`src/bau_pkg.sv`:
```
// constants, operation codes and register map of the byte arithmetic unit
// How it works
// - add immediate: work register plus immediate into work register, four flags updated
// - add memory: work register plus memory byte into register or memory
// - add with carry: register, memory byte and carry summed into chosen destination
// - carry added to work register, result kept there, four flags updated
// - carry added to memory byte, result written back, four flags updated
// - memory byte minus work register lands in work register, flags updated
// - work register minus memory byte written back to memory, flags updated
// - work register minus immediate via two's complement into work register
// - work register minus memory byte kept in work register, flags updated
// - memory byte minus work register written back to memory, flags updated
// - work register minus memory byte minus carry into work register
// - memory byte minus work register minus carry written back to memory
// - carry subtracted from work register, result kept there, flags updated
// - carry subtracted from memory byte, result written back, flags updated
// - increment adds one to memory byte, writes back, four flags updated
// - decrement subtracts one from memory byte, writes back, flags updated
// - clear writes zero into memory byte, all four flags untouched
package bau_pkg;
    localparam int BAU_DATA_W    = 8;
    localparam int BAU_ADDR_W    = 8;
    localparam int BAU_REG_AW    = 2;
    localparam int BAU_NIB_W     = 4;

    typedef logic [BAU_DATA_W-1:0] bau_byte_type;
    typedef logic [BAU_ADDR_W-1:0] bau_addr_type;
    typedef logic [BAU_REG_AW-1:0] bau_reg_addr_type;

    localparam bau_byte_type     BAU_BYTE_ZERO = 8'h00;
    localparam bau_byte_type     BAU_BYTE_ONE  = 8'h01;
    localparam bau_byte_type     BAU_BYTE_ONES = 8'hFF;
    localparam bau_addr_type     BAU_ADDR_ZERO = 8'h00;
    localparam logic [4:0]       BAU_NIB_MAX   = 5'h0F;

    // register port map
    localparam bau_reg_addr_type BAU_REG_WORK  = 2'h0;
    localparam bau_reg_addr_type BAU_REG_FLAGS = 2'h1;

    // bit positions inside the flags register
    localparam int BAU_FLAG_ZERO  = 0;
    localparam int BAU_FLAG_CARRY = 1;
    localparam int BAU_FLAG_HALF  = 2;
    localparam int BAU_FLAG_RANGE = 3;
    localparam int BAU_MSB        = 7;

    typedef enum logic [4:0] {
        OP_NONE,
        OP_ADD_AI,
        OP_ADD_AM,
        OP_ADD_MA,
        OP_ADDC_AM,
        OP_ADDC_MA,
        OP_ADDC_A,
        OP_ADDC_M,
        OP_NADD_AM,
        OP_NADD_MA,
        OP_SUB_AI,
        OP_SUB_AM,
        OP_SUB_MA,
        OP_SUBC_AM,
        OP_SUBC_MA,
        OP_SUBC_A,
        OP_SUBC_M,
        OP_INC_M,
        OP_DEC_M,
        OP_CLEAR_M
    } bau_op_type;
endpackage

```
`src/bau_byte_adder.sv`:
```
// eight-bit adder with carry in, carries out of bits three and seven, signed overflow
`timescale 1ns/1ps
module bau_byte_adder (
    input  wire logic               carry_in,
    input  wire bau_pkg::bau_byte_type opnd_a,
    input  wire bau_pkg::bau_byte_type opnd_b,
    output bau_pkg::bau_byte_type   sum,
    output logic                    carry_out,
    output logic                    half_out,
    output logic                    ovf_out
);
    import bau_pkg::*;

    logic [BAU_DATA_W:0] full_sum;
    logic [BAU_NIB_W:0]  low_sum;

    assign full_sum  = {1'b0, opnd_a} + {1'b0, opnd_b} + {{BAU_DATA_W{1'b0}}, carry_in};
    assign low_sum   = {1'b0, opnd_a[BAU_NIB_W-1:0]} + {1'b0, opnd_b[BAU_NIB_W-1:0]}
                     + {{BAU_NIB_W{1'b0}}, carry_in};
    assign sum       = full_sum[BAU_DATA_W-1:0];
    assign carry_out = full_sum[BAU_DATA_W];
    assign half_out  = low_sum[BAU_NIB_W];
    // like-signed operands giving an opposite-signed sum
    assign ovf_out   = (opnd_a[BAU_MSB] == opnd_b[BAU_MSB]) && (sum[BAU_MSB] != opnd_a[BAU_MSB]);
endmodule

```
`src/byte_arithmetic_unit.sv`:
```
// arithmetic datapath: work register, flags and memory write-back of the core
//
// The plain strobed port and the placing of the registers are this design's own decisions.
`timescale 1ns/1ps
module byte_arithmetic_unit (
    input  wire logic                     clk,
    input  wire logic                     sys_rst,
    input  wire logic                     op_valid,
    input  wire bau_pkg::bau_op_type      op_code,
    input  wire bau_pkg::bau_byte_type    imm_data,
    input  wire bau_pkg::bau_byte_type    mem_rdata,
    input  wire bau_pkg::bau_addr_type    mem_addr,
    input  wire bau_pkg::bau_reg_addr_type reg_addr,
    input  wire bau_pkg::bau_byte_type    reg_wdata,
    input  wire logic                     reg_we,
    input  wire logic                     reg_re,
    output bau_pkg::bau_byte_type         reg_rdata,
    output bau_pkg::bau_byte_type         work_register,
    output logic                          zero_flag,
    output logic                          carry_flag,
    output logic                          half_byte_flag,
    output logic                          signed_range_flag,
    output logic                          mem_we,
    output bau_pkg::bau_addr_type         mem_waddr,
    output bau_pkg::bau_byte_type         mem_wdata,
    output logic                          op_done
);
    import bau_pkg::*;

    // operations whose result goes back to the addressed memory byte
    function automatic logic op_writes_mem(input bau_op_type op);
        case (op)
            OP_ADD_MA, OP_ADDC_MA, OP_ADDC_M, OP_NADD_MA, OP_SUB_MA,
            OP_SUBC_MA, OP_SUBC_M, OP_INC_M, OP_DEC_M, OP_CLEAR_M: op_writes_mem = 1'b1;
            default: op_writes_mem = 1'b0;
        endcase
    endfunction

    bau_byte_type work_register_r;
    bau_byte_type work_register_nxt;
    logic         zero_r;
    logic         zero_nxt;
    logic         carry_r;
    logic         carry_nxt;
    logic         half_r;
    logic         half_nxt;
    logic         range_r;
    logic         range_nxt;
    logic         mem_we_r;
    logic         mem_we_nxt;
    bau_addr_type mem_waddr_r;
    bau_addr_type mem_waddr_nxt;
    bau_byte_type mem_wdata_r;
    bau_byte_type mem_wdata_nxt;
    logic         op_done_r;
    logic         op_done_nxt;
    bau_byte_type reg_rdata_r;
    bau_byte_type reg_rdata_nxt;

    bau_byte_type sel_a;
    bau_byte_type sel_b;
    logic         use_carry;
    logic         is_sub;
    logic         known_op;
    logic         clear_op;
    logic         adder_cin;
    bau_byte_type adder_b;
    bau_byte_type adder_sum;
    logic         adder_cout;
    logic         adder_half;
    logic         adder_ovf;
    bau_byte_type result;

    // operand steering; subtraction inverts the second operand and feeds carry in
    always_comb begin
        sel_a     = work_register_r;
        sel_b     = BAU_BYTE_ZERO;
        use_carry = 1'b0;
        is_sub    = 1'b0;
        known_op  = 1'b1;
        clear_op  = 1'b0;
        case (op_code)
            OP_ADD_AI: begin
                sel_b = imm_data;
            end
            OP_ADD_AM, OP_ADD_MA: begin
                sel_b = mem_rdata;
            end
            OP_ADDC_AM, OP_ADDC_MA: begin
                sel_b     = mem_rdata;
                use_carry = 1'b1;
            end
            OP_ADDC_A: begin
                use_carry = 1'b1;
            end
            OP_ADDC_M: begin
                sel_a     = mem_rdata;
                use_carry = 1'b1;
            end
            OP_NADD_AM: begin
                sel_a  = mem_rdata;
                sel_b  = work_register_r;
                is_sub = 1'b1;
            end
            OP_NADD_MA: begin
                sel_b  = mem_rdata;
                is_sub = 1'b1;
            end
            OP_SUB_AI: begin
                sel_b  = imm_data;
                is_sub = 1'b1;
            end
            OP_SUB_AM: begin
                sel_b  = mem_rdata;
                is_sub = 1'b1;
            end
            OP_SUB_MA: begin
                sel_a  = mem_rdata;
                sel_b  = work_register_r;
                is_sub = 1'b1;
            end
            OP_SUBC_AM: begin
                sel_b     = mem_rdata;
                is_sub    = 1'b1;
                use_carry = 1'b1;
            end
            OP_SUBC_MA: begin
                sel_a     = mem_rdata;
                sel_b     = work_register_r;
                is_sub    = 1'b1;
                use_carry = 1'b1;
            end
            OP_SUBC_A: begin
                is_sub    = 1'b1;
                use_carry = 1'b1;
            end
            OP_SUBC_M: begin
                sel_a     = mem_rdata;
                is_sub    = 1'b1;
                use_carry = 1'b1;
            end
            OP_INC_M: begin
                sel_a = mem_rdata;
                sel_b = BAU_BYTE_ONE;
            end
            OP_DEC_M: begin
                sel_a  = mem_rdata;
                sel_b  = BAU_BYTE_ONE;
                is_sub = 1'b1;
            end
            OP_CLEAR_M: begin
                clear_op = 1'b1;
            end
            default: begin
                known_op = 1'b0;
            end
        endcase
        // borrow-style carry: a stored 1 means borrow, so the adder takes its inverse
        if (use_carry) begin
            adder_cin = is_sub ? ~carry_r : carry_r;
        end else begin
            adder_cin = is_sub;
        end
        adder_b = is_sub ? ~sel_b : sel_b;
    end

    bau_byte_adder u_adder (
        .carry_in  (adder_cin),
        .opnd_a    (sel_a),
        .opnd_b    (adder_b),
        .sum       (adder_sum),
        .carry_out (adder_cout),
        .half_out  (adder_half),
        .ovf_out   (adder_ovf)
    );

    // an instruction in the same cycle as a register write wins, the write is dropped
    always_comb begin
        work_register_nxt = work_register_r;
        zero_nxt          = zero_r;
        carry_nxt         = carry_r;
        half_nxt          = half_r;
        range_nxt         = range_r;
        mem_we_nxt        = 1'b0;
        mem_waddr_nxt     = mem_waddr_r;
        mem_wdata_nxt     = mem_wdata_r;
        op_done_nxt       = 1'b0;
        reg_rdata_nxt     = BAU_BYTE_ZERO;
        result            = clear_op ? BAU_BYTE_ZERO : adder_sum;
        if (reg_re) begin
            case (reg_addr)
                BAU_REG_WORK:  reg_rdata_nxt = work_register_r;
                BAU_REG_FLAGS: begin
                    reg_rdata_nxt[BAU_FLAG_ZERO]  = zero_r;
                    reg_rdata_nxt[BAU_FLAG_CARRY] = carry_r;
                    reg_rdata_nxt[BAU_FLAG_HALF]  = half_r;
                    reg_rdata_nxt[BAU_FLAG_RANGE] = range_r;
                end
                default: reg_rdata_nxt = BAU_BYTE_ZERO;
            endcase
        end
        if (reg_we) begin
            case (reg_addr)
                BAU_REG_WORK:  work_register_nxt = reg_wdata;
                BAU_REG_FLAGS: begin
                    zero_nxt  = reg_wdata[BAU_FLAG_ZERO];
                    carry_nxt = reg_wdata[BAU_FLAG_CARRY];
                    half_nxt  = reg_wdata[BAU_FLAG_HALF];
                    range_nxt = reg_wdata[BAU_FLAG_RANGE];
                end
                default: work_register_nxt = work_register_r;
            endcase
        end
        if (op_valid && known_op) begin
            op_done_nxt = 1'b1;
            if (op_writes_mem(op_code)) begin
                mem_we_nxt    = 1'b1;
                mem_waddr_nxt = mem_addr;
                mem_wdata_nxt = result;
                work_register_nxt = work_register_r;
            end else begin
                work_register_nxt = result;
            end
            if (clear_op) begin
                zero_nxt  = zero_r;
                carry_nxt = carry_r;
                half_nxt  = half_r;
                range_nxt = range_r;
            end else begin
                zero_nxt  = (result == BAU_BYTE_ZERO);
                range_nxt = adder_ovf;
                carry_nxt = is_sub ? ~adder_cout : adder_cout;
                half_nxt  = is_sub ? ~adder_half : adder_half;
            end
        end
    end

    always_ff @(posedge clk or posedge sys_rst) begin
        if (sys_rst) begin
            work_register_r <= BAU_BYTE_ZERO;
            zero_r          <= 1'b0;
            carry_r         <= 1'b0;
            half_r          <= 1'b0;
            range_r         <= 1'b0;
            mem_we_r        <= 1'b0;
            mem_waddr_r     <= BAU_ADDR_ZERO;
            mem_wdata_r     <= BAU_BYTE_ZERO;
            op_done_r       <= 1'b0;
            reg_rdata_r     <= BAU_BYTE_ZERO;
        end else begin
            work_register_r <= work_register_nxt;
            zero_r          <= zero_nxt;
            carry_r         <= carry_nxt;
            half_r          <= half_nxt;
            range_r         <= range_nxt;
            mem_we_r        <= mem_we_nxt;
            mem_waddr_r     <= mem_waddr_nxt;
            mem_wdata_r     <= mem_wdata_nxt;
            op_done_r       <= op_done_nxt;
            reg_rdata_r     <= reg_rdata_nxt;
        end
    end

    assign work_register     = work_register_r;
    assign zero_flag         = zero_r;
    assign carry_flag        = carry_r;
    assign half_byte_flag    = half_r;
    assign signed_range_flag = range_r;
    assign mem_we            = mem_we_r;
    assign mem_waddr         = mem_waddr_r;
    assign mem_wdata         = mem_wdata_r;
    assign op_done           = op_done_r;
    assign reg_rdata         = reg_rdata_r;
endmodule

```
`config.mk`:
```
export PLATFORM = sky130hd
export DESIGN_NAME = byte_arithmetic_unit
export DESIGN_NICKNAME = d
export VERILOG_FILES = /design/src/bau_pkg.sv /design/src/bau_byte_adder.sv /design/src/byte_arithmetic_unit.sv
export SDC_FILE = /design/constraint.sdc
export NUM_CORES = 1
export LEC_CHECK = 0
export BUFFER_PORTS_ARGS = -buffer_cell sky130_fd_sc_hd__clkbuf_2
export CORE_UTILIZATION = 51
export DETAILED_ROUTE_END_ITERATION = 8
export PLACE_DENSITY = 0.82
export SLEW_MARGIN = 20
export SYNTH_ARGS = -nofsm -noshare
export SYNTH_HDL_FRONTEND = slang
export SYNTH_SLANG_ARGS = --single-unit
```
`constraint.sdc`:
```
create_clock -name clk -period 4.4 [get_ports clk]
set_clock_uncertainty 0.1 [all_clocks]
set_input_delay 0.22 -clock clk [delete_from_list [all_inputs] [get_ports clk]]
set_output_delay 0.22 -clock clk [all_outputs]
set_load 0.01 [all_outputs]
```
Word level (Yosys, flattened, before mapping)
Memories as Yosys holds them, arrays and structs flattened.
Cells that the tools add are included.
{"block": "totals", "reg_bits": 38, "mem_bits_ro": 32, "inputBits": 44, "mem_count": 1}
{"block": "op_classes", "n_addsub": 4, "eq_ne": 24, "mux": 39, "n_bitwise": 4, "n_reduce_logical": 18}
{"name": "(name not given)", "words": 32, "word_bits": 1, "rd": 1, "rd_ports_with_merged_regs": 0, "write_ports": 0, "line_no": "byte_arithmetic_unit.sv:32", "text": "case (op)"}
{"op": "8-bit 2-to-1 mux", "count": 8}
{"op": "5-bit by 4-bit == test with 1-bit output (second input constant)", "count": 8}
{"op": "8-bit case mux with 4 select lines", "count": 1}
{"op": "1-bit 2-to-1 mux", "count": 28}
{"op": "5-bit by 3-bit == test with 1-bit output (second input constant)", "count": 4}
{"op": "5-bit == test (second input constant)", "count": 4}
{"op": "19-bit OR reduction", "count": 1}
{"op": "7-bit OR reduction", "count": 2}
{"op": "5-bit by 2-bit == test with 1-bit output (second input constant)", "count": 2}
{"op": "10-bit OR reduction", "count": 1}
{"op": "8-bit by 8-bit adder with 9-bit output", "count": 1}
{"op": "9-bit by 1-bit adder with 9-bit output", "count": 1}
{"op": "8-bit zero test", "count": 1}
{"op": "8-bit NOT", "count": 1}
{"op": "4-bit case mux with 2 select lines", "count": 1}
{"op": "8-bit OR reduction", "count": 1}
{"op": "3-bit AND reduction", "count": 2}
{"op": "2-bit nonzero test", "count": 3}
{"op": "4-bit by 4-bit adder with 5-bit output", "count": 1}
{"op": "5-bit by 1-bit adder with 5-bit output", "count": 1}
{"op": "5-bit by 1-bit == test with 1-bit output (second input constant)", "count": 1}
{"op": "4-bit 2-to-1 mux", "count": 1}
{"op": "2-bit inequality test (second input constant)", "count": 2}
{"op": "2-bit OR reduction", "count": 2}
{"op": "other kinds (8)", "count": 11}

Depth between registers and ports, before layout
{"block": "logic_depth", "word_depth": 11, "ltp_mapped": 15, "depth_no_buf": 14}

Cells and area by module
Synthesis repeated with hierarchy kept, for this count alone.
{"block": "hier_totals", "cells_unflattened": 244, "area_unflattened_um2": 2497.4}
{"mod": "byte_arithmetic_unit", "instances": 1, "cells_per_inst": 207, "area_each_um2": 2178.3, "seq_area_each_um2": 950.9}
{"mod": "bau_byte_adder", "instances": 1, "cells_per_inst": 37, "area_each_um2": 319.1, "seq_area_each_um2": 0.0}

Least setup slack after synthesis
No wires, ideal clock.
{"block": "synth_timing", "kind": "input port to flip-flop", "start": "input op_code[4]", "end": "register zero_r, in the netlist zero_flag", "setup_ns": 0.095, "arrival_time_ns": 3.543, "t_required_ns": 4.205, "slack_ns": 0.662, "stages": 12, "n_path_buf": 0, "path_cell_list": "or3b_1 > nor2_2 > nor4_4 > mux2_2 > fa_1 > fa_1 > a21o_1 > a21oi_2 > xor2_1 > nand3_1 > or4b_1 > o31ai_1"}
{"block": "synth_via", "elab_chain_cells": 11}
{"item": "start, declared", "line_no": "byte_arithmetic_unit.sv:9", "text": "input wire bau_pkg::bau_op_type op_code,"}
{"item": "5-bit by 4-bit == test with 1-bit output (tied with other cells)", "line_no": "byte_arithmetic_unit.sv:82", "text": "case (op_code)"}
{"item": "7-bit OR reduction (no source line) (tied with other cells)"}
{"item": "8-bit case mux with 4 select lines", "line_no": "byte_arithmetic_unit.sv:82"}
{"item": "8-bit NOT", "line_no": "byte_arithmetic_unit.sv:164", "text": "adder_b = is_sub ? ~sel_b : sel_b;"}
{"item": "8-bit 2-to-1 mux", "line_no": "byte_arithmetic_unit.sv:164"}
{"item": "8-bit by 8-bit adder with 9-bit output", "line_no": "bau_byte_adder.sv:17", "text": "assign full_sum = {1'b0, opnd_a} + {1'b0, opnd_b} + {{BAU_DATA_W{1'b0}}, carry_in};"}
{"item": "9-bit by 1-bit adder with 9-bit output", "line_no": "bau_byte_adder.sv:17"}
{"item": "8-bit 2-to-1 mux", "line_no": "byte_arithmetic_unit.sv:189", "text": "result = clear_op ? BAU_BYTE_ZERO : adder_sum;"}
{"item": "8-bit zero test", "line_no": "byte_arithmetic_unit.sv:230", "text": "zero_nxt = (result == BAU_BYTE_ZERO);"}
{"item": "1-bit 2-to-1 mux", "line_no": "byte_arithmetic_unit.sv:224", "text": "if (clear_op) begin"}
{"item": "1-bit 2-to-1 mux", "line_no": "byte_arithmetic_unit.sv:214", "text": "if (op_valid && known_op) begin"}
{"item": "end signal, assigned", "line_no": "byte_arithmetic_unit.sv:252", "text": "zero_r <= zero_nxt;"}
{"item": "end, declared", "line_no": "byte_arithmetic_unit.sv:41", "text": "logic zero_r;"}
Parallel ways exist; a longest one is shown, timed or not. The select of a mux whose other input is x is not followed.
A chain may end at the register's enable or synchronous reset.

Worst setup path in the final report
{"block": "layout_timing", "start": "input op_code[1]", "end": "register zero_r, in the netlist zero_flag"}
Same word-level chain as after synthesis.

==> flow_metrics.env <==
export IMPL_filler_cell_count=379
export IMPL_crit_family="simple AND/OR/NAND/NOR gates"
export IMPL_die_area_um2=5140
export IMPL_status="complete, no violations"
export IMPL_coreArea_um2=4500
export IMPL_htree_levels=2
export IMPL_power_density_nw_per_um2=462
export IMPL_setup_violations=0
export IMPL_drt_iter0_drc=285
export IMPL_critPathSlowestCell="or4b_1"
export IMPL_drv_cap=0
export IMPL_root_buffer="clkbuf_8"
export IMPL_clk_latency_ns=0.28
export IMPL_cts_tree="built"
export IMPL_ant_nets=0
export IMPL_grt_max_degree=39
export IMPL_rsz0062_at_grt="false"
export IMPL_min_path_type="input port to flop"
export IMPL_initial_core_util_pct=55.0
export IMPL_worst_slew_pin_slew_ns=0.718
export IMPL_vias=2344
export IMPL_place_hpwl_um=4810
export IMPL_max_stage_delay_ns=0.47
export IMPL_slew_violations=0
export IMPL_grt_pass1_vias=2080
export IMPL_fin_nets=407
export IMPL_grt_overflow_total=0
export IMPL_worst_path_buf_inv=1
export IMPL_cpMostUsedCell="fa_1"
export IMPL_fin_crit_ns=3.71
export IMPL_cp_arrival_ns=3.80
export IMPL_syn_inst=272
export IMPL_slew_headroom_pct=52.1
export IMPL_drive_gt1_share_pct=33.0
export IMPL_routed_via_density=5.76
export IMPL_finalPower_mw=1.40
export IMPL_area_delta_synth_final_pct=22.5
export IMPL_yosysSeqAreaShare_pct=38.4
export IMPL_grt_pass1_wl_um=9950
export IMPL_numCtsBuffers=5
export IMPL_crit_path_max_fanout=14
export IMPL_synth_seq_cells=38
export IMPL_finalSetupTns_ns=0
export IMPL_hold_viol_final=0
export IMPL_drc=0
export IMPL_port_buffers=81
export IMPL_required_ns=4.49
export IMPL_clock_path_buffers=2
export IMPL_avgRoutedWirePerCell_um=15.0
export IMPL_postCtsSetupBuffers=0
export IMPL_endpoint_kind="flop"
export IMPL_ys_warn_count=0
export IMPL_netlist_area_um2=2480
export IMPL_syn_nets=325
export IMPL_num_rows=24
export IMPL_period_share_pct=84.2
export IMPL_grt_antenna_before_repair=0
export IMPL_die_x_um=71.7
export IMPL_grt_usage_pct=24.9
export IMPL_critPathKind="input port to flop"
export IMPL_cts_num_sinks=38
export IMPL_dr_pass1_iters=7
export IMPL_n_antenna_cell=0
export IMPL_gp_congestion=0.936
export IMPL_die_h_um=71.7
export IMPL_postSynthAreaPerCell_um2=9.10
export IMPL_crit_chain="clkbuf_2, or3_1, nand2_1, nor2_1, a22oi_1, o21ai_1, xnor2_1, fa_1, fa_1, a21o_1, a21oi_2, xor2_1, nand3_1, or4b_1, o31ai_1"
export IMPL_wirelength_um=6100
export IMPL_ir_drop_mv=0.246
export IMPL_startpoint_type="input port"
export IMPL_io_pins=82
export IMPL_clk_pin_slew_worst_paths_ns=0.07
export IMPL_synth_cell_types=56
export IMPL_fmax_ghz=0.270
export IMPL_leakagePower_nw=1.54
## tightest hold or removal path: cells and delay by family
kind                   cells  cell delay [ns]
AND/OR/NAND/NOR            2             0.09
buffers and inverters      1             0.07
## area by class of cell
cell class / instances / area (um2) / share of cell area [%]
multi-input combinational: 218 / 1460 / 48.0
clock buffer: 6 / 82.6 / 2.72
tap: 52 / 65.1 / 2.14
timing repair buffer: 87 / 453 / 14.9
clock inverter: 2 / 12.5 / 0.412
inverter: 4 / 15.0 / 0.495
sequential: 38 / 951 / 31.3
## flip-flops by register name, indices dropped and copies added, names as in the netlist, 8 cells and up
name / count
mem_wdata: 8
mem_waddr: 8
reg_rdata: 8
work_register: 8
## power by group
group / switching (mW) / total [mW] / internal (mW)
Clock: 0.120 / 0.246 / 0.126
Sequential: 0.0758 / 0.513 / 0.437
Combinational: 0.369 / 0.642 / 0.274
Total: 0.565 / 1.40 / 0.836
## path summary, 6_finish.rpt
check	startpoint	endpoint	slack, ns	cells past startpoint
min reg2reg	mem_waddr[4]	mem_waddr[4]	0.38	2
max in group asynchronous	sys_rst	carry_flag	3.40	4
min	mem_addr[6]	mem_waddr[6]	0.02	3
min in group asynchronous	sys_rst	mem_waddr[6]	0.47	4
max reg2reg	work_register[0]	zero_flag	1.00	11
max	op_code[1]	zero_flag	0.69	15
## cells in the mapped netlist (all sizes together)
master   n  share of area, %
a211oi   1              0.30
a21boi   1              0.76
a21o     3              0.91
a21oi   19               4.1
a221oi   2              0.96
a222oi   7               2.8
a22oi    3              0.91
a31o     1              0.35
a31oi    2              0.51
and2     2              0.51
and2b    1              0.30
and3     5               1.3
and3b    1              0.35
buf      9               1.8
clkbuf   3              0.45
dfrtp   38                38
fa       2               1.6
ha       7               3.5
inv      4              0.61
mux2    10               4.7
mux2i    5               2.0
nand2   50               7.6
nand2b   2              0.51
nand3    4               1.0
nor2    23               3.6
nor2b    4               1.0
nor3     7               1.4
nor3b    3               1.1
nor4     2               1.1
nor4b    1              0.35
o211a    1              0.40
o211ai   2              0.61
o21a     4               1.2
o21ai   15               3.2
o22a     1              0.35
o311ai   1              0.35
o31ai    4               1.2
o41ai    1              0.66
or2      1              0.25
or2b     1              0.30
or3      2              0.51
or3b     2              0.71
or4b     1              0.40
xnor2    3               1.1
xor2    11               3.9
## cells in the final DEF (no fill, tap or decap), types with 4 or more instances in the layout
cell type / n
a21oi_1: 17
a222oi_1: 7
and3_1: 5
buf_4: 5
clkbuf_2: 81
clkbuf_8: 6
dfrtp_1: 38
ha_1: 7
mux2_2: 9
mux2i_1: 5
nand2_1: 50
nor2_1: 22
nor2b_1: 4
nor3_1: 7
o21a_1: 4
o21ai_0: 11
o31ai_1: 4
xor2_1: 11
## what timing repair did
action,CTS,global route
resized for setup,0,0
hold buffers,1,0
hold endpoints to repair,38,0
## metrics by stage
step | instances | utilization [%] | hold slack (ns) | cell area, um2 | setup WS (ns)
final | 407 | 67.4 | 0.0206 | 3030 | 0.694
after global routing | 407 | 67.4 | 0.0309 | 3030 | 0.404
after CTS | 407 | 67.4 | 0.0186 | 3030 | 0.706
after detailed placement | 398 | 65.0 | 0.238 | 2930 | 0.404
after global placement | 398 | 65.0 | 0.230 | 2930 | 0.556
after floorplan | 272 | - | 0.225 | 2480 | 0.662
## logic make-up (layout without fill, tap and decap cells)
family	after synthesis	after routing	share of synthesized area [%]
AOI/OAI and AO/OA	68	68	19.7
xor gates and xnor gates	14	14	4.95
adders and majority gates	9	9	5.15
buffers and inverters	16	99	2.83
DFF	38	38	38.4
muxes	15	15	6.72
and+or+nand+nor	112	112	22.3
## per-layer routing
layer  GRT usage (%)  share of wire (%)  vias up
met3            3.66                6.6        7
met1            35.7                 46     1093
met2            39.7                 47       98
li1                -                  -     1146
met4            6.32               0.97        0
met5               0                  0        -
Note: power is estimated with default switching activity, not from simulation.
